--- config.mk ---
export PLATFORM = sky130hd
export DESIGN_NAME = tcs_timer_setup
export DESIGN_NICKNAME = d
export VERILOG_FILES = /design/src/include/tcs_pkg.sv /design/src/include/tcs_chan_if.sv /design/src/logic/tcs_channel.sv /design/src/logic/tcs_timer_setup.sv
export SDC_FILE = /design/constraint.sdc
export NUM_CORES = 1
export LEC_CHECK = 0
export ABC_AREA = 1
export BUFFER_PORTS_ARGS = -buffer_cell sky130_fd_sc_hd__buf_2
export CORE_MARGIN = 5
export CORE_UTILIZATION = 57
export CTS_CLUSTER_DIAMETER = 30
export DETAILED_ROUTE_END_ITERATION = 16
export MAX_ROUTING_LAYER = met4
export PLACE_DENSITY = 0.78
export SETUP_SLACK_MARGIN = 0.3
export SLEW_MARGIN = 20
export SYNTH_ARGS = -nofsm -noshare
export SYNTH_HDL_FRONTEND = slang
export SYNTH_SLANG_ARGS = --single-unit
--- constraint.sdc ---
create_clock -name sys_clk_i -period 2.9 [get_ports sys_clk_i]
set_input_delay 0 -clock sys_clk_i [delete_from_list [all_inputs] [get_ports sys_clk_i]]
set_output_delay 0 -clock sys_clk_i [all_outputs]
set_load 0.02 [all_outputs]
--- src/include/tcs_pkg.sv ---
// tcs_pkg: register map, field positions, reset values and codes of the timer setup block
package tcs_pkg;
  // ********
  // register map, byte addresses
  // ********
  localparam int          ADDR_W        = 8;
  localparam logic [7:0]  OFF_PORT_DIR  = 8'h00;
  localparam logic [7:0]  OFF_PORT_DATA = 8'h04;
  localparam logic [7:0]  OFF_CLK_GATE  = 8'h08;
  localparam logic [7:0]  OFF_PRI_LSB_L = 8'h0C;
  localparam logic [7:0]  OFF_PRI_MSB_L = 8'h10;
  localparam logic [7:0]  OFF_PRI_LSB_H = 8'h14;
  localparam logic [7:0]  OFF_PRI_MSB_H = 8'h18;
  localparam logic [7:0]  OFF_START     = 8'h1C;
  localparam logic [7:0]  OFF_STOP      = 8'h20;
  localparam logic [7:0]  OFF_PRESCALE  = 8'h24;
  localparam logic [7:0]  OFF_MODE_CH0  = 8'h28;
  localparam logic [7:0]  OFF_MODE_CH1  = 8'h2C;
  localparam logic [7:0]  OFF_STATUS    = 8'h30;
  localparam logic [7:0]  OFF_IRQ_PEND  = 8'h34;
  localparam logic [7:0]  OFF_CAPT_CH0  = 8'h38;
  localparam logic [7:0]  OFF_CAPT_CH1  = 8'h3C;
  // ********
  // field positions
  // ********
  localparam int          INPUT_B_DIR_BIT = 4;
  localparam int          CLOCK_ON_BIT    = 0;
  localparam int          PRI_LOW_BIT     = 7;
  localparam int          PRI_HIGH_BIT    = 0;
  localparam int          OP_CHOICE_BIT   = 7;
  localparam int          COUNT_SRC_BIT   = 4;
  localparam int          SPLIT_BIT       = 3;
  localparam int          PRS_ONE_LSB     = 4;
  // ********
  // reset values
  // ********
  localparam logic [7:0]  RST_PORT_DIR  = 8'hFF;
  localparam logic [7:0]  RST_PORT_DATA = 8'h00;
  localparam logic [7:0]  RST_CLK_GATE  = 8'h00;
  localparam logic [7:0]  RST_PRI       = 8'hFF;
  localparam logic [7:0]  RST_PRESCALE  = 8'h00;
  localparam logic [7:0]  RST_MODE      = 8'h00;
  localparam logic [15:0] RST_CAPT      = 16'h0000;
  // ********
  // bus answers and trigger source codes
  // ********
  localparam logic [1:0]  RESP_OKAY     = 2'h0;
  localparam logic [1:0]  RESP_SLVERR   = 2'h2;
  typedef enum logic [2:0] {
    TCS_TRIG_SW       = 3'b000,
    TCS_TRIG_EDGE     = 3'b001,
    TCS_TRIG_BOTH     = 3'b010,
    TCS_TRIG_MASTER   = 3'b100,
    TCS_TRIG_MASTER_E = 3'b110
  } tcs_trig_t;
endpackage

--- src/include/tcs_chan_if.sv ---
// tcs_chan_if: signals between the register core and one timer channel
`timescale 1ns/1ps
interface tcs_chan_if;
  logic [7:0]  mode_high;
  logic        unit_on;
  logic        tick_zero;
  logic        tick_one;
  logic        pin_rise;
  logic        pin_fall;
  logic        master_irq;
  logic        sw_start;
  logic        sw_stop;
  logic        run_flag;
  logic        irq;
  logic [15:0] capture;
  modport ctrl (output mode_high, unit_on, tick_zero, tick_one, pin_rise, pin_fall, master_irq,
                output sw_start, sw_stop, input run_flag, irq, capture);
  modport chan (input mode_high, unit_on, tick_zero, tick_one, pin_rise, pin_fall, master_irq,
                input sw_start, sw_stop, output run_flag, irq, capture);
endinterface

--- src/logic/tcs_channel.sv ---
// tcs_channel: one timer channel, clock choice, trigger source and a capture counter
`timescale 1ns/1ps
module tcs_channel #(
  parameter bit HAS_SPLIT = 1'b0
) (
  // clock and reset
  input  wire logic sys_clk_i,
  input  wire logic rst_i,
  // channel link
  tcs_chan_if.chan  ch
);
  logic        counting_reg;
  logic [15:0] count_reg;
  logic        op_tick;
  logic        count_tick;
  logic        hw_start;
  logic        capt;
  logic        stop_after;
  logic [2:0]  trig;

  assign trig       = ch.mode_high[2:0];
  assign op_tick    = ch.mode_high[tcs_pkg::OP_CHOICE_BIT] ? ch.tick_one : ch.tick_zero;
  assign count_tick = ch.mode_high[tcs_pkg::COUNT_SRC_BIT] ? ch.pin_rise : op_tick;

  // ********
  // trigger decode
  // ********
  always_comb begin
    hw_start   = 1'b0;
    capt       = 1'b0;
    stop_after = 1'b0;
    case (trig)
      tcs_pkg::TCS_TRIG_SW: begin
        hw_start = 1'b0;
      end
      tcs_pkg::TCS_TRIG_EDGE: begin
        hw_start = ch.pin_rise;
        capt     = ch.pin_rise && counting_reg;
      end
      tcs_pkg::TCS_TRIG_BOTH: begin
        hw_start   = ch.pin_rise;
        capt       = ch.pin_fall && counting_reg;
        stop_after = 1'b1;
      end
      tcs_pkg::TCS_TRIG_MASTER: begin
        hw_start = ch.master_irq;
      end
      tcs_pkg::TCS_TRIG_MASTER_E: begin
        hw_start   = ch.master_irq;
        capt       = ch.pin_rise && counting_reg;
        stop_after = 1'b1;
      end
      default: begin
        hw_start = 1'b0;
      end
    endcase
  end

  // ********
  // run flag
  // ********
  always_ff @(posedge sys_clk_i) begin
    if (rst_i) begin
      ch.run_flag <= 1'b0;
    end else if (ch.sw_stop) begin
      ch.run_flag <= 1'b0;
    end else if (ch.sw_start) begin
      ch.run_flag <= 1'b1;
    end
  end

  // ********
  // counter, capture and interrupt pulse
  // ********
  always_ff @(posedge sys_clk_i) begin
    if (rst_i) begin
      counting_reg <= 1'b0;
      count_reg    <= 16'h0000;
      ch.capture   <= tcs_pkg::RST_CAPT;
      ch.irq       <= 1'b0;
    end else begin
      ch.irq <= 1'b0;
      if (ch.sw_stop || !ch.run_flag) begin
        counting_reg <= 1'b0;
      end else if (ch.unit_on) begin
        if (capt) begin
          ch.capture <= count_reg;
          ch.irq     <= 1'b1;
          count_reg  <= 16'h0000;
          if (stop_after) begin
            counting_reg <= 1'b0;
          end
        end else if (hw_start || (ch.sw_start && trig == tcs_pkg::TCS_TRIG_SW)) begin
          counting_reg <= 1'b1;
          count_reg    <= 16'h0000;
        end else if (counting_reg && count_tick) begin
          if (HAS_SPLIT && ch.mode_high[tcs_pkg::SPLIT_BIT]) begin
            count_reg <= {8'h00, count_reg[7:0] + 8'h01};
          end else begin
            count_reg <= count_reg + 16'h0001;
          end
        end
      end
    end
  end
endmodule

--- src/logic/tcs_timer_setup.sv ---
// tcs_timer_setup: register core of the two-channel timer setup block with AXI4-Lite slave
// Function
// - direction bit 4: 0 drives input B pin as output, 1 leaves it input.
// - clock gate bit 0: 0 stops timer unit clock, 1 supplies it.
// - two-bit channel priority, one bit per flag register; 00 highest, 11 lowest.
// - writing 1 to stop trigger clears run flag and halts counting; 0 ignored.
// - prescale code 0..15 makes op clock zero the clock divided by 2^code.
// - mode bit 7 picks op clock zero (0) or op clock one (1).
// - mode bit 4 counts op clock (0) or valid input pin edges (1).
// - channel 1 mode bit 3: 0 one 16-bit timer, 1 one 8-bit timer in the low byte, high byte held at 0.
// - trigger code 000: only software start trigger starts the channel; counting begins only on a start write while the run flag is already set.
// - trigger code 001: input pin valid edge is start and capture trigger.
// - trigger code 010: one pin edge starts, the other edge captures.
// - trigger code 100: slave channel starts on master channel interrupt.
// - trigger code 110: start on master interrupt, end on own pin edge.
// - writing 1 to start trigger sets run flag enabling counting; 0 ignored.
// - channel interrupt sets sticky pending flag until software clears it.
`timescale 1ns/1ps
module tcs_timer_setup (
  // clock and reset
  input  wire logic        sys_clk_i,
  input  wire logic        rst_i,
  // axi4-lite write address
  input  wire logic        s_axi_awvalid_i,
  output wire logic        s_axi_awready_o,
  input  wire logic [7:0]  s_axi_awaddr_i,
  input  wire logic [2:0]  s_axi_awprot_i,
  // axi4-lite write data
  input  wire logic        s_axi_wvalid_i,
  output wire logic        s_axi_wready_o,
  input  wire logic [31:0] s_axi_wdata_i,
  input  wire logic [3:0]  s_axi_wstrb_i,
  // axi4-lite write response
  output logic             s_axi_bvalid_o,
  input  wire logic        s_axi_bready_i,
  output logic      [1:0]  s_axi_bresp_o,
  // axi4-lite read address
  input  wire logic        s_axi_arvalid_i,
  output wire logic        s_axi_arready_o,
  input  wire logic [7:0]  s_axi_araddr_i,
  input  wire logic [2:0]  s_axi_arprot_i,
  // axi4-lite read data
  output logic             s_axi_rvalid_o,
  input  wire logic        s_axi_rready_i,
  output logic      [31:0] s_axi_rdata_o,
  output logic      [1:0]  s_axi_rresp_o,
  // timer input pins
  input  wire logic        timer_input_pin_i,
  input  wire logic        input_b_i,
  output logic             input_b_o,
  output logic             input_b_oe_o,
  // channel interrupts and priorities
  output wire logic [1:0]  channel_irq_o,
  output wire logic [1:0]  ch0_priority_o,
  output wire logic [1:0]  ch1_priority_o
);
  // ********
  // registers
  // ********
  logic [7:0]  port_dir_reg;
  logic [7:0]  port_data_reg;
  logic [7:0]  clk_gate_reg;
  logic [7:0]  pri_lsb_l_reg;
  logic [7:0]  pri_msb_l_reg;
  logic [7:0]  pri_lsb_h_reg;
  logic [7:0]  pri_msb_h_reg;
  logic [7:0]  prescale_reg;
  logic [7:0]  mode_reg [2];
  logic [1:0]  irq_pend_reg;
  logic [1:0]  irq_pend_next;
  logic [14:0] pre_cnt_reg;
  logic [1:0]  pin_prev_reg;
  logic [1:0]  pin_now;
  logic        aw_held_reg;
  logic [7:0]  aw_addr_reg;
  logic        w_held_reg;
  logic [31:0] w_data_reg;
  logic [3:0]  w_strb_reg;
  logic        wr_fire;
  logic        wr_lane;
  logic        wr_hit;
  logic [7:0]  wbyte;
  logic        unit_on;
  logic        tick_zero;
  logic        tick_one;
  logic [1:0]  sw_start;
  logic [1:0]  sw_stop;
  logic [1:0]  irq_pulse;
  logic [1:0]  run_flags;
  logic [15:0] capt [2];
  logic [31:0] rd_data;
  logic        rd_hit;

  tcs_chan_if chan_link [2] ();

  // ********
  // axi4-lite write channel
  // ********
  assign s_axi_awready_o = !aw_held_reg && !s_axi_bvalid_o;
  assign s_axi_wready_o  = !w_held_reg && !s_axi_bvalid_o;
  assign wr_fire         = aw_held_reg && w_held_reg && !s_axi_bvalid_o;
  assign wr_lane         = wr_fire && w_strb_reg[0];
  assign wbyte           = w_data_reg[7:0];

  always_ff @(posedge sys_clk_i) begin
    if (rst_i) begin
      aw_held_reg <= 1'b0;
      aw_addr_reg <= 8'h00;
    end else if (s_axi_awvalid_i && s_axi_awready_o) begin
      aw_held_reg <= 1'b1;
      aw_addr_reg <= s_axi_awaddr_i;
    end else if (wr_fire) begin
      aw_held_reg <= 1'b0;
    end
  end

  always_ff @(posedge sys_clk_i) begin
    if (rst_i) begin
      w_held_reg <= 1'b0;
      w_data_reg <= 32'h0000_0000;
      w_strb_reg <= 4'h0;
    end else if (s_axi_wvalid_i && s_axi_wready_o) begin
      w_held_reg <= 1'b1;
      w_data_reg <= s_axi_wdata_i;
      w_strb_reg <= s_axi_wstrb_i;
    end else if (wr_fire) begin
      w_held_reg <= 1'b0;
    end
  end

  always_comb begin
    case ({aw_addr_reg[7:2], 2'b00})
      tcs_pkg::OFF_PORT_DIR, tcs_pkg::OFF_PORT_DATA, tcs_pkg::OFF_CLK_GATE,
      tcs_pkg::OFF_PRI_LSB_L, tcs_pkg::OFF_PRI_MSB_L, tcs_pkg::OFF_PRI_LSB_H,
      tcs_pkg::OFF_PRI_MSB_H, tcs_pkg::OFF_START, tcs_pkg::OFF_STOP,
      tcs_pkg::OFF_PRESCALE, tcs_pkg::OFF_MODE_CH0, tcs_pkg::OFF_MODE_CH1,
      tcs_pkg::OFF_STATUS, tcs_pkg::OFF_IRQ_PEND, tcs_pkg::OFF_CAPT_CH0,
      tcs_pkg::OFF_CAPT_CH1: wr_hit = 1'b1;
      default: wr_hit = 1'b0;
    endcase
  end

  always_ff @(posedge sys_clk_i) begin
    if (rst_i) begin
      s_axi_bvalid_o <= 1'b0;
      s_axi_bresp_o  <= tcs_pkg::RESP_OKAY;
    end else if (wr_fire) begin
      s_axi_bvalid_o <= 1'b1;
      s_axi_bresp_o  <= wr_hit ? tcs_pkg::RESP_OKAY : tcs_pkg::RESP_SLVERR;
    end else if (s_axi_bready_i) begin
      s_axi_bvalid_o <= 1'b0;
    end
  end

  // ********
  // configuration registers
  // ********
  always_ff @(posedge sys_clk_i) begin
    if (rst_i) begin
      port_dir_reg  <= tcs_pkg::RST_PORT_DIR;
      port_data_reg <= tcs_pkg::RST_PORT_DATA;
      clk_gate_reg  <= tcs_pkg::RST_CLK_GATE;
      pri_lsb_l_reg <= tcs_pkg::RST_PRI;
      pri_msb_l_reg <= tcs_pkg::RST_PRI;
      pri_lsb_h_reg <= tcs_pkg::RST_PRI;
      pri_msb_h_reg <= tcs_pkg::RST_PRI;
      prescale_reg  <= tcs_pkg::RST_PRESCALE;
      mode_reg[0]   <= tcs_pkg::RST_MODE;
      mode_reg[1]   <= tcs_pkg::RST_MODE;
    end else if (wr_lane) begin
      case ({aw_addr_reg[7:2], 2'b00})
        tcs_pkg::OFF_PORT_DIR:  port_dir_reg  <= wbyte;
        tcs_pkg::OFF_PORT_DATA: port_data_reg <= wbyte;
        tcs_pkg::OFF_CLK_GATE:  clk_gate_reg  <= wbyte;
        tcs_pkg::OFF_PRI_LSB_L: pri_lsb_l_reg <= wbyte;
        tcs_pkg::OFF_PRI_MSB_L: pri_msb_l_reg <= wbyte;
        tcs_pkg::OFF_PRI_LSB_H: pri_lsb_h_reg <= wbyte;
        tcs_pkg::OFF_PRI_MSB_H: pri_msb_h_reg <= wbyte;
        tcs_pkg::OFF_PRESCALE:  prescale_reg  <= wbyte;
        tcs_pkg::OFF_MODE_CH0:  mode_reg[0]   <= {wbyte[7:4], 1'b0, wbyte[2:0]};
        tcs_pkg::OFF_MODE_CH1:  mode_reg[1]   <= wbyte;
        default: begin
        end
      endcase
    end
  end

  // start and stop triggers are one-cycle strobes, zero bits do nothing
  assign sw_start = (wr_lane && {aw_addr_reg[7:2], 2'b00} == tcs_pkg::OFF_START) ? wbyte[1:0] : 2'b00;
  assign sw_stop  = (wr_lane && {aw_addr_reg[7:2], 2'b00} == tcs_pkg::OFF_STOP) ? wbyte[1:0] : 2'b00;

  // ********
  // pin and priority outputs
  // ********
  always_ff @(posedge sys_clk_i) begin
    if (rst_i) begin
      input_b_oe_o <= 1'b0;
      input_b_o    <= 1'b0;
    end else begin
      input_b_oe_o <= !port_dir_reg[tcs_pkg::INPUT_B_DIR_BIT];
      input_b_o    <= port_data_reg[tcs_pkg::INPUT_B_DIR_BIT];
    end
  end

  assign ch0_priority_o = {pri_msb_l_reg[tcs_pkg::PRI_LOW_BIT], pri_lsb_l_reg[tcs_pkg::PRI_LOW_BIT]};
  assign ch1_priority_o = {pri_msb_h_reg[tcs_pkg::PRI_HIGH_BIT], pri_lsb_h_reg[tcs_pkg::PRI_HIGH_BIT]};

  // ********
  // clock gate and prescaler
  // ********
  assign unit_on = clk_gate_reg[tcs_pkg::CLOCK_ON_BIT];

  always_ff @(posedge sys_clk_i) begin
    if (rst_i || !unit_on) begin
      pre_cnt_reg <= 15'h0000;
    end else begin
      pre_cnt_reg <= pre_cnt_reg + 15'h0001;
    end
  end

  function automatic logic prs_tick(input logic [3:0] code, input logic [14:0] cnt);
    logic [15:0] mask;
    mask     = 16'(({1'b0, 15'h0001} << code) - 16'h0001);
    prs_tick = ((cnt & mask[14:0]) == mask[14:0]);
    return prs_tick;
  endfunction

  assign tick_zero = unit_on && prs_tick(prescale_reg[3:0], pre_cnt_reg);
  assign tick_one  = unit_on && prs_tick(prescale_reg[tcs_pkg::PRS_ONE_LSB +: 4], pre_cnt_reg);

  // ********
  // pin edges
  // ********
  assign pin_now = {input_b_i, timer_input_pin_i};

  always_ff @(posedge sys_clk_i) begin
    if (rst_i) begin
      pin_prev_reg <= 2'b00;
    end else begin
      pin_prev_reg <= pin_now;
    end
  end

  // ********
  // channels
  // ********
  for (genvar i = 0; i < 2; i++) begin : g_chan
    assign chan_link[i].mode_high  = mode_reg[i];
    assign chan_link[i].unit_on    = unit_on;
    assign chan_link[i].tick_zero  = tick_zero;
    assign chan_link[i].tick_one   = tick_one;
    assign chan_link[i].pin_rise   = pin_now[i] && !pin_prev_reg[i];
    assign chan_link[i].pin_fall   = !pin_now[i] && pin_prev_reg[i];
    assign chan_link[i].master_irq = (i == 1) ? irq_pulse[0] : 1'b0;
    assign chan_link[i].sw_start   = sw_start[i];
    assign chan_link[i].sw_stop    = sw_stop[i];
    assign run_flags[i]            = chan_link[i].run_flag;
    assign irq_pulse[i]            = chan_link[i].irq;
    assign capt[i]                 = chan_link[i].capture;

    tcs_channel #(
      .HAS_SPLIT (i == 1)
    ) u_chan (
      .sys_clk_i (sys_clk_i),
      .rst_i     (rst_i),
      .ch        (chan_link[i])
    );
  end

  assign channel_irq_o = irq_pulse;

  // ********
  // sticky interrupt pending flags, write 1 clears, set wins
  // ********
  always_comb begin
    irq_pend_next = irq_pend_reg;
    if (wr_lane && {aw_addr_reg[7:2], 2'b00} == tcs_pkg::OFF_IRQ_PEND) begin
      irq_pend_next = irq_pend_reg & ~wbyte[1:0];
    end
    irq_pend_next = irq_pend_next | irq_pulse;
  end

  always_ff @(posedge sys_clk_i) begin
    if (rst_i) begin
      irq_pend_reg <= 2'b00;
    end else begin
      irq_pend_reg <= irq_pend_next;
    end
  end

  // ********
  // axi4-lite read channel
  // ********
  assign s_axi_arready_o = !s_axi_rvalid_o;

  always_comb begin
    rd_hit  = 1'b1;
    rd_data = 32'h0000_0000;
    case ({s_axi_araddr_i[7:2], 2'b00})
      tcs_pkg::OFF_PORT_DIR:  rd_data[7:0] = port_dir_reg;
      tcs_pkg::OFF_PORT_DATA: rd_data[7:0] = port_data_reg;
      tcs_pkg::OFF_CLK_GATE:  rd_data[7:0] = clk_gate_reg;
      tcs_pkg::OFF_PRI_LSB_L: rd_data[7:0] = pri_lsb_l_reg;
      tcs_pkg::OFF_PRI_MSB_L: rd_data[7:0] = pri_msb_l_reg;
      tcs_pkg::OFF_PRI_LSB_H: rd_data[7:0] = pri_lsb_h_reg;
      tcs_pkg::OFF_PRI_MSB_H: rd_data[7:0] = pri_msb_h_reg;
      tcs_pkg::OFF_START:     rd_data[7:0] = 8'h00;
      tcs_pkg::OFF_STOP:      rd_data[7:0] = 8'h00;
      tcs_pkg::OFF_PRESCALE:  rd_data[7:0] = prescale_reg;
      tcs_pkg::OFF_MODE_CH0:  rd_data[7:0] = mode_reg[0];
      tcs_pkg::OFF_MODE_CH1:  rd_data[7:0] = mode_reg[1];
      tcs_pkg::OFF_STATUS:    rd_data[7:0] = {6'h00, run_flags};
      tcs_pkg::OFF_IRQ_PEND:  rd_data[7:0] = {6'h00, irq_pend_reg};
      tcs_pkg::OFF_CAPT_CH0:  rd_data[15:0] = capt[0];
      tcs_pkg::OFF_CAPT_CH1:  rd_data[15:0] = capt[1];
      default:                rd_hit = 1'b0;
    endcase
  end

  always_ff @(posedge sys_clk_i) begin
    if (rst_i) begin
      s_axi_rvalid_o <= 1'b0;
      s_axi_rdata_o  <= 32'h0000_0000;
      s_axi_rresp_o  <= tcs_pkg::RESP_OKAY;
    end else if (s_axi_arvalid_i && s_axi_arready_o) begin
      s_axi_rvalid_o <= 1'b1;
      s_axi_rdata_o  <= rd_data;
      s_axi_rresp_o  <= rd_hit ? tcs_pkg::RESP_OKAY : tcs_pkg::RESP_SLVERR;
    end else if (s_axi_rready_i) begin
      s_axi_rvalid_o <= 1'b0;
    end
  end
endmodule

==> out/metrics.csv, run 1 <==
stage,metric,value,unit
worst_hold_path,HP Class,in2reg,
cts,Skew-Pair Late Insertion Delay,0.53,ns
cts,Clock Path Buffers,3,
timing,fin. max-slew vios,0,
global_routing,first-pass GRT wire length,47100,um
cts,TritonCTS clock tree,done,
setup_path,critical path class,reg2reg,
timing,Final Critical Period,2.41,ns
yosys,Ys Warns,0,
setup_path,"slowest stage delay, CP",0.36,ns
routing,Max Used Layer,met4,
floorplan,Die Y,143,um
global_routing,vias in the first global route,9322,
timing,Setup TNS Final,0,ns
timing,fmax,0.414,GHz
pwr,leakage,5.13,nW
status,outcome,"complete, no violations",
routing,Post-DRT Antenna Nets,0,
floorplan,# IOs,116,
setup_path,R2R Setup Slk,0.49,ns
cts,clock root buffer,clkbuf_16,
routing,Wirelength per Cell,17.0,um
cts,H-tree Lvls,2,
finish,layout overhead on the synthesized area,22.8,%
finish,nets,1565,
timing,final hold violation count,0,
timing,slew margin rel.,0.436,
setup_path,Setup crit end kind,flip-flop,
floorplan,DIE WIDTH,143,um
flow_run,max-cap violations,0,
cts,clk sinks,207,
setup_path,"Arr. time, crit path",2.81,ns
pwr,total design power,8.26,mW
yosys,post-synthesis sequential area ratio,0.428,
floorplan,Starting Density,0.579,
timing,Clock Skew,0.0324,ns
place,Placed Cells,1633,
place,GP Congestion,0.983,
setup_path,largest fanout on the critical path,7,
yosys,Mean Syn Cell Area,7.22,sq um
routing,Remaining DRCs,0,
floorplan,row cnt,48,
place,Detail Placement HPWL,19100,um
setup_path,"most used cell, CP",nand3_1,
cts,Worst-path clk slew,0.04,ns
pwr,Power Density,671,nW/um^2
routing,met3 wire len,2650,um
yosys,Post-Syn Area,10000,sq um
finish,Fill cells,1368,
global_routing,gr usage total,0.293,
floorplan,area of the core,17300,sq um
place,PortBufs,60,
yosys,Mapped Cells,1389,
place,Area after DPL,10400,sq um
routing,initial drt markers,1116,
finish,"most common cell after layout, fill and taps aside",nand2_1,
timing,Tcrit/Tclk final,0.832,
yosys,Cell variety after synth,47,
routing,vias per cell,5.76,
routing,via count,10070,
global_routing,GRT overflow,0,
routing,final WL,29600,um
setup_path,Worst path slowest cell,dfxtp_2,
cts,total CTS buffers,42,
finish,area taken by multi-input logic gates,4850,sq um
timing,Final Setup Violations,0,
global_routing,pin count of the biggest net entering global routing,95,
finish,post-route cell area,12300,sq um
finish,Non-Filler Instances,1748,
routing,1st-pass router iterations,6,
routing,WL met1,12300,um
setup_path,critical-path cell list,"inv_2, nand3_1, ha_1, inv_1, nand2_1, nand3_1, nor2_1, nand2_1, nor2_1, nand3_1, nor2_1, nand3_1, nand3_2, nand2_4, nand2_8, buf_12, nand3_1, nand2_1, nor2_1",
floorplan,Die ar.,20300,sq um
finish,most frequent cells in the layout,"nand2_1 (246), dfxtp_1 (187), inv_1 (143)",
finish,antenna cell count,0,
finish,register area,4300,sq um
setup_path,CP Data Required Time,3.30,ns
setup_path,Setup crit start kind,flip-flop,
timing,slew of the pin with the lowest slew margin,0.846,ns
routing,met2 WL,13600,um
yosys,post-synthesis sequential element count,207,
pwr,Max VDD drop,0.000536,V
global_routing,initial antenna violation count,0,
finish,share of cells above drive strength 1,0.139,
timing,RSZ-0062 raised after global routing,true,
[cells in the mapped netlist, drive strengths merged]
master   instances  area (sq um)
nand3          111           561
xor2            10          87.6
o221ai           6          52.6
o211ai          45           338
nand3b           4          30.0
clkbuf          34           128
nor4            13          81.3
a211oi           1          12.5
o21ai          118           591
clkinv           4          15.0
o2111ai          6          52.6
edfxtp          15           450
xnor2            5          43.8
o31ai            4          30.0
or2              3          18.8
nor2           150           614
nor3b            2          20.0
a21oi          135           676
o2111a           2          22.5
nand4           14          87.6
ha               5          62.6
dfxtp          192          3840
nand2          256           988
nor3            32           170
o21a             2          15.0
a32oi            2          17.5
inv            152           571
a31oi            7          43.8
conb             1          3.75
buf             46           318
o22ai           10          62.6
a22oi            2          15.0
[cell families after synthesis]
logic type	synth area share
simple gates	0.257
compound gates	0.192
buf+inv	0.103
flops	0.428
xor+xnor	0.0131
fa+ha+maj	0.00624
other cells	0.000374
[layer usage]
layer,track usage,up-vias
li1,-,4884
met1,0.379,4642
met2,0.455,458
met3,0.0507,86
met4,0.122,0
met5,-,-
[critical path, delay by kind of cell (launching register included)]
kind,cells,cell delay [ns]
fa+ha+maj,1,0.29
flops,1,0.36
buf+inv,3,0.30
simple gates,15,1.36
[path summary, 6_finish.rpt]
check | startpoint | to | depth (start not counted)
worst max register to register | prescale_reg[1] | g_chan[1].u_chan.count_reg[8] | 19
worst min register to register | port_dir_reg[4] | input_b_oe_o | 1
worst max-delay path | prescale_reg[1] | g_chan[1].u_chan.count_reg[8] | 19
worst min-delay path | s_axi_araddr_i[6] | s_axi_rresp_o[1] | 4
[cell type report]
class	instances	share of cell area
multi-input cells	965	0.394
flip-flops and latches	207	0.350
clock buffers	62	0.101
repair buffers	121	0.0679
inverters	156	0.0481
well taps	225	0.0229
clock inverters	12	0.0173
[power breakdown]
part	internal (mW)	total, mW	switching [mW]	leakage, nW
sequential	2.93	2.97	0.0379	1.71
clock	3.37	4.88	1.51	0.703
combinational	0.120	0.410	0.290	2.71
[timing repair]
action                                  4_1_cts  5_1_grt
hold endpoints to repair                     30        0
hold buffers                                 26        0
resized for setup                             4       20
pin swaps                                     0        4
buffers inserted                              0       13
gates cloned                                  0        2
endpoints found under the setup margin       22       44
[per-stage QoR]
step / hold WS [ns] / worst slack [ns] / util
detailed placement: 0.250 / 0.249 / 0.601
CTS: 0.0745 / 0.304 / 0.700
global route: 0.110 / 0.268 / 0.712
global placement: 0.233 / 0.300 / 0.601
floorplan: 0.125 / 0.737 / -
finish: 0.0607 / 0.487 / 0.712
(Power assumes the default switching activity.)
==> inputs of run 2 (changes only) <==
--- a/config.mk
+++ b/config.mk
@@ -8,11 +8,11 @@
 export ABC_AREA = 1
 export BUFFER_PORTS_ARGS = -buffer_cell sky130_fd_sc_hd__buf_2
 export CORE_MARGIN = 5
-export CORE_UTILIZATION = 57
+export CORE_UTILIZATION = 53
 export CTS_CLUSTER_DIAMETER = 30
 export DETAILED_ROUTE_END_ITERATION = 16
 export MAX_ROUTING_LAYER = met4
-export PLACE_DENSITY = 0.78
+export PLACE_DENSITY = 0.76
 export SETUP_SLACK_MARGIN = 0.3
 export SLEW_MARGIN = 20
 export SYNTH_ARGS = -nofsm -noshare
==> constraint.sdc (replaced) <==
create_clock -name sys_clk_i -period 2.06 [get_ports sys_clk_i]
set_input_delay 0 -clock sys_clk_i [delete_from_list [all_inputs] [get_ports sys_clk_i]]
set_output_delay 0 -clock sys_clk_i [all_outputs]
set_load 0.02 [all_outputs]
==> out/metrics.csv, run 2 (synthesized netlist as in run 1, its figures left out) <==
stage,metric,value,unit,change
setup_path,R2R depth,18,,was 19
floorplan,Die ar.,21800,sq um,was 20300 sq um
place,GP Congestion,0.977,,was 0.983
cts,Worst-path clk slew,0.04,ns,about the same
setup_path,Worst path slowest cell,dfxtp_2,,unchanged
finish,Fill cells,1245,,was 1368
routing,1st-pass router iterations,6,,unchanged
timing,Setup TNS Final,-7.23,ns,was 0 ns
setup_path,critical path class,reg2reg,,unchanged
setup_path,CP Data Required Time,2.49,ns,was 3.30 ns
timing,slew of the pin with the lowest slew margin,0.619,ns,was 0.846 ns
cts,total CTS buffers,41,,was 42
finish,most frequent cells in the layout,"nand2_1 (219), dfxtp_1 (176), nor2_1 (126)",,"was nand2_1 (246), dfxtp_1 (187), inv_1 (143)"
routing,final WL,34100,um,was 29600 um
cts,clock root buffer,clkbuf_16,,unchanged
global_routing,vias in the first global route,10046,,was 9322
floorplan,DIE WIDTH,148,um,was 143 um
global_routing,GRT overflow,0,,unchanged
setup_path,R2R Setup Slk,-0.34,ns,was 0.49 ns
floorplan,area of the core,18600,sq um,was 17300 sq um
global_routing,gr usage total,0.290,,was 0.293
timing,Worst Slack Setup Final,-0.336,ns,was 0.487 ns
timing,Final Critical Period,2.40,ns,was 2.41 ns
finish,nets,1668,,was 1565
cts,clk sinks,207,,unchanged
timing,fin. max-slew vios,0,,unchanged
cts,TritonCTS clock tree,done,,unchanged
floorplan,Die Y,148,um,was 143 um
pwr,Max VDD drop,0.000558,V,was 0.000536 V
timing,Final Setup Violations,33,,was 0
global_routing,first-pass GRT wire length,50700,um,was 47100 um
finish,"most common cell after layout, fill and taps aside",nand2_1,,unchanged
pwr,leakage,5.78,nW,was 5.13 nW
worst_hold_path,hold path depth,7,,was 4
global_routing,initial antenna violation count,0,,unchanged
place,PortBufs,60,,unchanged
floorplan,# IOs,116,,unchanged
cts,H-tree Lvls,2,,unchanged
timing,final hold violation count,0,,unchanged
worst_hold_path,HP Class,in2reg,,unchanged
routing,via count,10912,,was 10070
timing,RSZ-0062 raised after global routing,true,,unchanged
timing,slew margin rel.,0.586,,was 0.436
finish,utilization after layout,0.741,,was 0.712
setup_path,Setup crit start kind,flip-flop,,unchanged
setup_path,"Arr. time, crit path",2.82,ns,was 2.81 ns
routing,Remaining DRCs,0,,unchanged
worst_hold_path,Hold Crit Start,s_axi_araddr_i[3],,was s_axi_araddr_i[6]
routing,Wirelength per Cell,18.3,um,was 17.0 um
place,Detail Placement HPWL,20200,um,was 19100 um
timing,Hold Worst Slack,0.0924,ns,was 0.0607 ns
setup_path,R2R Path Start,prescale_reg[3],,was prescale_reg[1]
cts,Skew-Pair Late Insertion Delay,0.53,ns,about the same
worst_hold_path,WHS Endpoint,s_axi_rdata_o[13],,was s_axi_rresp_o[1]
setup_path,Setup crit end kind,flip-flop,,unchanged
routing,Post-DRT Antenna Nets,0,,unchanged
global_routing,pin count of the biggest net entering global routing,137,,was 95
setup_path,"most used cell, CP",nand3_1,,unchanged
status,failing checks,setup timing,,
floorplan,Starting Density,0.538,,was 0.579
finish,share of cells above drive strength 1,0.272,,was 0.139
routing,vias per cell,5.86,,was 5.76
status,outcome,finished with violations,,"was complete, no violations"
timing,Tcrit/Tclk final,1.16,,was 0.832
setup_path,FF-to-FF End,g_chan[0].u_chan.count_reg[3],,was g_chan[1].u_chan.count_reg[8]
pwr,Power Density,841,nW/um^2,was 671 nW/um^2
timing,Clock Skew,0.0205,ns,was 0.0324 ns
setup_path,critical-path cell list,"nor2_4, nand3_2, ha_4, inv_2, nand2_1, nand3_1, nor2_1, nand2_1, nor2_1, nand3_1, nor2_2, nand3_2, nand3_4, nand2_4, nand2_8, buf_4, nand3_1, a21oi_1",,"was inv_2, nand3_1, ha_1, inv_1, nand2_1, nand3_1, nor2_1, nand2_1, nor2_1, nand3_1, nor2_1, nand3_1, nand3_2, nand2_4, nand2_8, buf_12, nand3_1, nand2_1, nor2_1"
timing,fmax,0.417,GHz,was 0.414 GHz
floorplan,row cnt,50,,was 48
finish,layout overhead on the synthesized area,37.8,%,was 22.8%
finish,antenna cell count,0,,unchanged
setup_path,"slowest stage delay, CP",0.33,ns,was 0.36 ns
flow_run,max-cap violations,0,,unchanged
place,Place WS,-0.378,ns,was 0.249 ns
routing,initial drt markers,1215,,was 1116
cts,Clock Path Buffers,3,,unchanged
setup_path,largest fanout on the critical path,8,,was 7
-- run 2: cell types whose count changed in the layout (fill, tap and decap cells not counted), sizes merged --
cell / change
buf: +100
nand2: -2
inv: +1
clkinv: +7
clkinvlp: +6
dlygate4sd3: +5
clkbuf: -12
-- run 2: critical path, delay by kind of cell (launching register included) --
| family | cells | cell delay, ns |
|---|---|---|
| adders and majority gates | 1 | 0.28 |
| buffers and inverters | 2 | 0.15 |
| AOI/OAI and AO/OA | 1 | 0.21 |
| and+or+nand+nor | 14 | 1.36 |
| DFF | 1 | 0.33 |
-- run 2: how the worst max path moves through the flow --
| stage | startpoint | to | slack, ns | depth (start not counted) |
|---|---|---|---|---|
| global route | prescale_reg[3] | g_chan[1].u_chan.count_reg[7] | -0.41 | 19 |
| finish | prescale_reg[3] | g_chan[0].u_chan.count_reg[3] | -0.34 | 18 |
| CTS | prescale_reg[6] | g_chan[0].u_chan.count_reg[14] | -0.21 | 18 |
| global placement | prescale_reg[6] | g_chan[0].u_chan.count_reg[14] | -0.25 | 18 |
| detailed placement | prescale_reg[0] | g_chan[0].u_chan.count_reg[15] | -0.38 | 18 |
| floorplan | prescale_reg[3] | g_chan[1].u_chan.count_reg[14] | -0.08 | 20 |
-- run 2: where the power goes --
part	total (mW)	switching, mW	internal (mW)
Clock	6.72	2.25	4.48
Combinational	0.714	0.471	0.243
Sequential	4.19	0.0651	4.12
-- run 2: what timing repair did --
| item | 4_1_cts | 5_1_grt |
|---|---|---|
| setup buffers | 36 | 21 |
| endpoints found under the hold margin | 32 | 0 |
| hold buffers | 31 | 0 |
| cloned | 4 | 1 |
| endpoints found under the setup margin | 72 | 132 |
| resized for setup | 88 | 147 |
| pin swaps | 40 | 62 |
-- run 2: per-layer routing --
layer / routed length [um] / GRT usage / vias up
met4: 1680 / 0.117 / 0
met1: 13200 / 0.363 / 5061
li1: - / - / 5074
met2: 16200 / 0.465 / 624
met3: 3040 / 0.0543 / 153
met5: 0 / - / -
-- run 2: final cells by class --
| class | count | area, sq um | share of cell area |
|---|---|---|---|
| sequential | 207 | 4320 | 0.313 |
| multi-input combinational | 963 | 5360 | 0.388 |
| clock buffer | 49 | 1110 | 0.0802 |
| tap | 234 | 293 | 0.0212 |
| timing repair buffer | 227 | 1810 | 0.131 |
| clock inverter | 26 | 303 | 0.0219 |
| inverter | 156 | 611 | 0.0442 |
-- run 2: through the flow --
stage	instances	power, mW	area [sq um]
6_report	1862	11.6	13800
5_1_grt	1862	11.9	13800
3_3_place_gp	1694	4.79	10900
4_1_cts	1840	11.6	13200
2_1_floorplan	1406	4.60	10100
3_5_place_dp	1694	4.79	10900
==> inputs of run 3 (changes only) <==
--- a/config.mk
+++ b/config.mk
@@ -9,11 +9,13 @@
 export BUFFER_PORTS_ARGS = -buffer_cell sky130_fd_sc_hd__buf_2
 export CORE_MARGIN = 5
 export CORE_UTILIZATION = 53
+export CTS_BUF_LIST = sky130_fd_sc_hd__clkbuf_4 sky130_fd_sc_hd__clkbuf_8 sky130_fd_sc_hd__clkbuf_16
 export CTS_CLUSTER_DIAMETER = 30
 export DETAILED_ROUTE_END_ITERATION = 16
 export MAX_ROUTING_LAYER = met4
 export PLACE_DENSITY = 0.76
 export SETUP_SLACK_MARGIN = 0.3
+export SKIP_LAST_GASP = 1
 export SLEW_MARGIN = 20
 export SYNTH_ARGS = -nofsm -noshare
 export SYNTH_HDL_FRONTEND = slang
==> constraint.sdc (replaced) <==
create_clock -name sys_clk_i -period 2.06 [get_ports sys_clk_i]
set_input_delay 0 -clock sys_clk_i [delete_from_list [all_inputs] [get_ports sys_clk_i]]
set_output_delay 0 -clock sys_clk_i [all_outputs]
set_load 0.05 [all_outputs]
==> out/metrics.csv, run 3 (synthesized netlist as in run 1, its figures left out) <==
stage,metric,value,unit,change
timing,slew of the pin with the lowest slew margin,0.787,ns,was 0.619 ns
place,GP Congestion,0.994,,was 0.977
finish,antenna cell count,0,,unchanged
setup_path,CP Data Required Time,2.47,ns,was 2.49 ns
cts,H-tree Lvls,2,,unchanged
global_routing,GRT overflow,0,,unchanged
timing,Hold Worst Slack,0.0855,ns,was 0.0924 ns
floorplan,Starting Density,0.538,,unchanged
finish,register area,4320,sq um,about the same
timing,slew margin rel.,0.475,,was 0.586
setup_path,Setup crit start kind,flip-flop,,unchanged
timing,fmax,0.436,GHz,was 0.417 GHz
finish,most frequent cells in the layout,"nand2_1 (228), dfxtp_1 (179), a21oi_1 (124)",,"was nand2_1 (219), dfxtp_1 (176), nor2_1 (126)"
cts,total CTS buffers,43,,was 41
worst_hold_path,HP Class,in2reg,,unchanged
status,failing checks,setup timing,,unchanged
setup_path,R2R Setup Slk,-0.23,ns,was -0.34 ns
finish,Fill cells,1285,,was 1245
status,outcome,finished with violations,,unchanged
setup_path,Worst path slowest cell,dfxtp_4,,was dfxtp_2
routing,initial drt markers,1164,,was 1215
routing,Wirelength per Cell,18.1,um,was 18.3 um
routing,vias per cell,5.83,,was 5.86
timing,Tcrit/Tclk final,1.11,,was 1.16
floorplan,row cnt,50,,unchanged
routing,Post-DRT Antenna Nets,0,,unchanged
setup_path,"delay-heaviest family, CP",simple AND/OR/NAND/NOR gates,,unchanged
routing,Remaining DRCs,0,,unchanged
worst_hold_path,WHS Endpoint,s_axi_rresp_o[1],,was s_axi_rdata_o[13]
timing,Worst Slack Setup Final,-0.233,ns,was -0.336 ns
finish,area taken by multi-input logic gates,5360,sq um,about the same
pwr,total design power,12.2,mW,was 11.6 mW
floorplan,Die ar.,21800,sq um,unchanged
finish,layout overhead on the synthesized area,39.3,%,was 37.8%
global_routing,pin count of the biggest net entering global routing,73,,was 137
timing,fin. max-slew vios,0,,unchanged
routing,via count,10912,,unchanged
finish,share of cells above drive strength 1,0.277,,was 0.272
place,PortBufs,60,,unchanged
setup_path,"slowest stage delay, CP",0.36,ns,was 0.33 ns
pwr,leakage,5.95,nW,was 5.78 nW
timing,Clock Skew,0.0186,ns,was 0.0205 ns
pwr,Power Density,874,nW/um^2,was 841 nW/um^2
finish,Non-Filler Instances,1871,,was 1862
floorplan,area of the core,18600,sq um,unchanged
routing,final WL,33800,um,was 34100 um
routing,1st-pass router iterations,10,,was 6
global_routing,vias in the first global route,10128,,was 10046
setup_path,R2R Path Start,prescale_reg[6],,was prescale_reg[3]
floorplan,DIE WIDTH,148,um,unchanged
setup_path,critical-path cell list,"nor2_4, nand3_2, ha_4, nor2_2, nor2_1, nand2_1, nor2_1, nand2_1, nor2_2, nand3_1, nor2_2, nand3_1, nand3_1, nand2_2, nand2_8, buf_6, nand3_2, nand2_1, nor2_1",,"was nor2_4, nand3_2, ha_4, inv_2, nand2_1, nand3_1, nor2_1, nand2_1, nor2_1, nand3_1, nor2_2, nand3_2, nand3_4, nand2_4, nand2_8, buf_4, nand3_1, a21oi_1"
setup_path,Setup crit end kind,flip-flop,,unchanged
setup_path,R2R depth,19,,was 18
finish,nets,1677,,was 1668
timing,Final Critical Period,2.29,ns,was 2.40 ns
timing,RSZ-0062 raised after global routing,true,,unchanged
timing,Final Setup Violations,49,,was 33
global_routing,first-pass GRT wire length,51200,um,was 50700 um
cts,Skew-Pair Late Insertion Delay,0.53,ns,about the same
floorplan,# IOs,116,,unchanged
pwr,Max VDD drop,0.000855,V,was 0.000558 V
global_routing,initial antenna violation count,0,,unchanged
setup_path,CP Buf/Inv Count,1,,was 2
worst_hold_path,hold path depth,4,,was 7
worst_hold_path,Hold Crit Start,s_axi_araddr_i[6],,was s_axi_araddr_i[3]
flow_run,max-cap violations,0,,unchanged
finish,"most common cell after layout, fill and taps aside",nand2_1,,unchanged
cts,Clock Path Buffers,3,,unchanged
setup_path,"Arr. time, crit path",2.70,ns,was 2.82 ns
cts,Worst-path clk slew,0.05,ns,was 0.04 ns
setup_path,critical path class,reg2reg,,unchanged
setup_path,largest fanout on the critical path,7,,was 8
global_routing,gr usage total,0.296,,was 0.290
cts,clk sinks,207,,unchanged
place,Detail Placement HPWL,21000,um,was 20200 um
cts,clock root buffer,clkbuf_16,,unchanged
timing,final hold violation count,0,,unchanged
floorplan,Die Y,148,um,unchanged
place,Placed Cells,1711,,was 1694
cts,TritonCTS clock tree,done,,unchanged
setup_path,FF-to-FF End,g_chan[1].u_chan.count_reg[1],,was g_chan[0].u_chan.count_reg[3]
timing,Setup TNS Final,-7.70,ns,was -7.23 ns
## run 3: cell count changes in the layout (fill, tap and decap cells not counted), moves of 5 or more
cell and change:
nor3_2 -5, nand2_1 +9, a21oi_1 +5, nor2_2 +6, clkbuf_16 +5, o21ai_1 -6
a21oi_2 -5, nand3_1 -5, inv_4 +5, buf_4 +15, o21ai_0 +6, dlygate4sd3_1 -7
nand2_2 -10
## run 3: layer usage
metal,up-vias,share of wire,GRT usage
li1,5094,-,-
met1,4983,0.40,0.367
met2,682,0.46,0.471
met3,153,0.091,0.0628
met4,0,0.049,0.121
met5,-,0,-
## run 3: timing repair
item,CTS,global route
buffers inserted,34,20
cloned,2,3
endpoints found under the hold margin,30,0
hold buffers,24,0
pin swaps,34,53
endpoints found under the setup margin,71,138
resized for setup,73,136
## run 3: cell type report
class                           instances  share of cell area
Clock buffer                           55              0.0904
Sequential cell                       207               0.310
Timing Repair Buffer                  233               0.131
Inverter                              156              0.0443
Tap cell                              234              0.0210
Clock inverter                         22              0.0203
Multi-Input combinational cell        964               0.384
## run 3: worst reg2reg max path, stage by stage (launching register included)
cell and delay, ns:
dfxtp_4 0.36, nor2_4 0.12, nand3_2 0.09, ha_4 0.27, nor2_2 0.03, nor2_1 0.07
nand2_1 0.05, nor2_1 0.09, nand2_1 0.07, nor2_2 0.07, nand3_1 0.08, nor2_2 0.14
nand3_1 0.09, nand3_1 0.09, nand2_2 0.09, nand2_8 0.13, buf_6 0.15, nand3_2 0.06
nand2_1 0.06, nor2_1 0.06
## run 3: metrics by stage
| step | worst slack (ns) | cell area [sq um] | util |
|---|---|---|---|
| finish | -0.233 | 14000 | 0.749 |
| global route | -0.483 | 14000 | 0.749 |
| CTS | -0.221 | 13300 | 0.713 |
| detailed placement | -0.462 | 11000 | 0.591 |
| global placement | -0.324 | 11000 | 0.591 |
| floorplan | -0.0776 | 10200 | - |
## run 3: how the worst max path moves through the flow
stage	startpoint	to	slack, ns	depth (start not counted)
CTS	prescale_reg[7]	g_chan[0].u_chan.count_reg[1]	-0.22	18
global placement	prescale_reg[6]	g_chan[0].u_chan.count_reg[15]	-0.32	18
finish	prescale_reg[6]	g_chan[1].u_chan.count_reg[1]	-0.23	19
floorplan	prescale_reg[3]	g_chan[1].u_chan.count_reg[14]	-0.08	20
global route	prescale_reg[6]	g_chan[1].u_chan.count_reg[9]	-0.48	19
detailed placement	prescale_reg[6]	g_chan[0].u_chan.count_reg[8]	-0.46	18
## run 3: where the power goes
part / leakage (nW) / switching [mW] / internal [mW]
combinational: 3.46 / 0.574 / 0.228
clock: 0.768 / 2.28 / 4.95
sequential: 1.72 / 0.0516 / 4.12
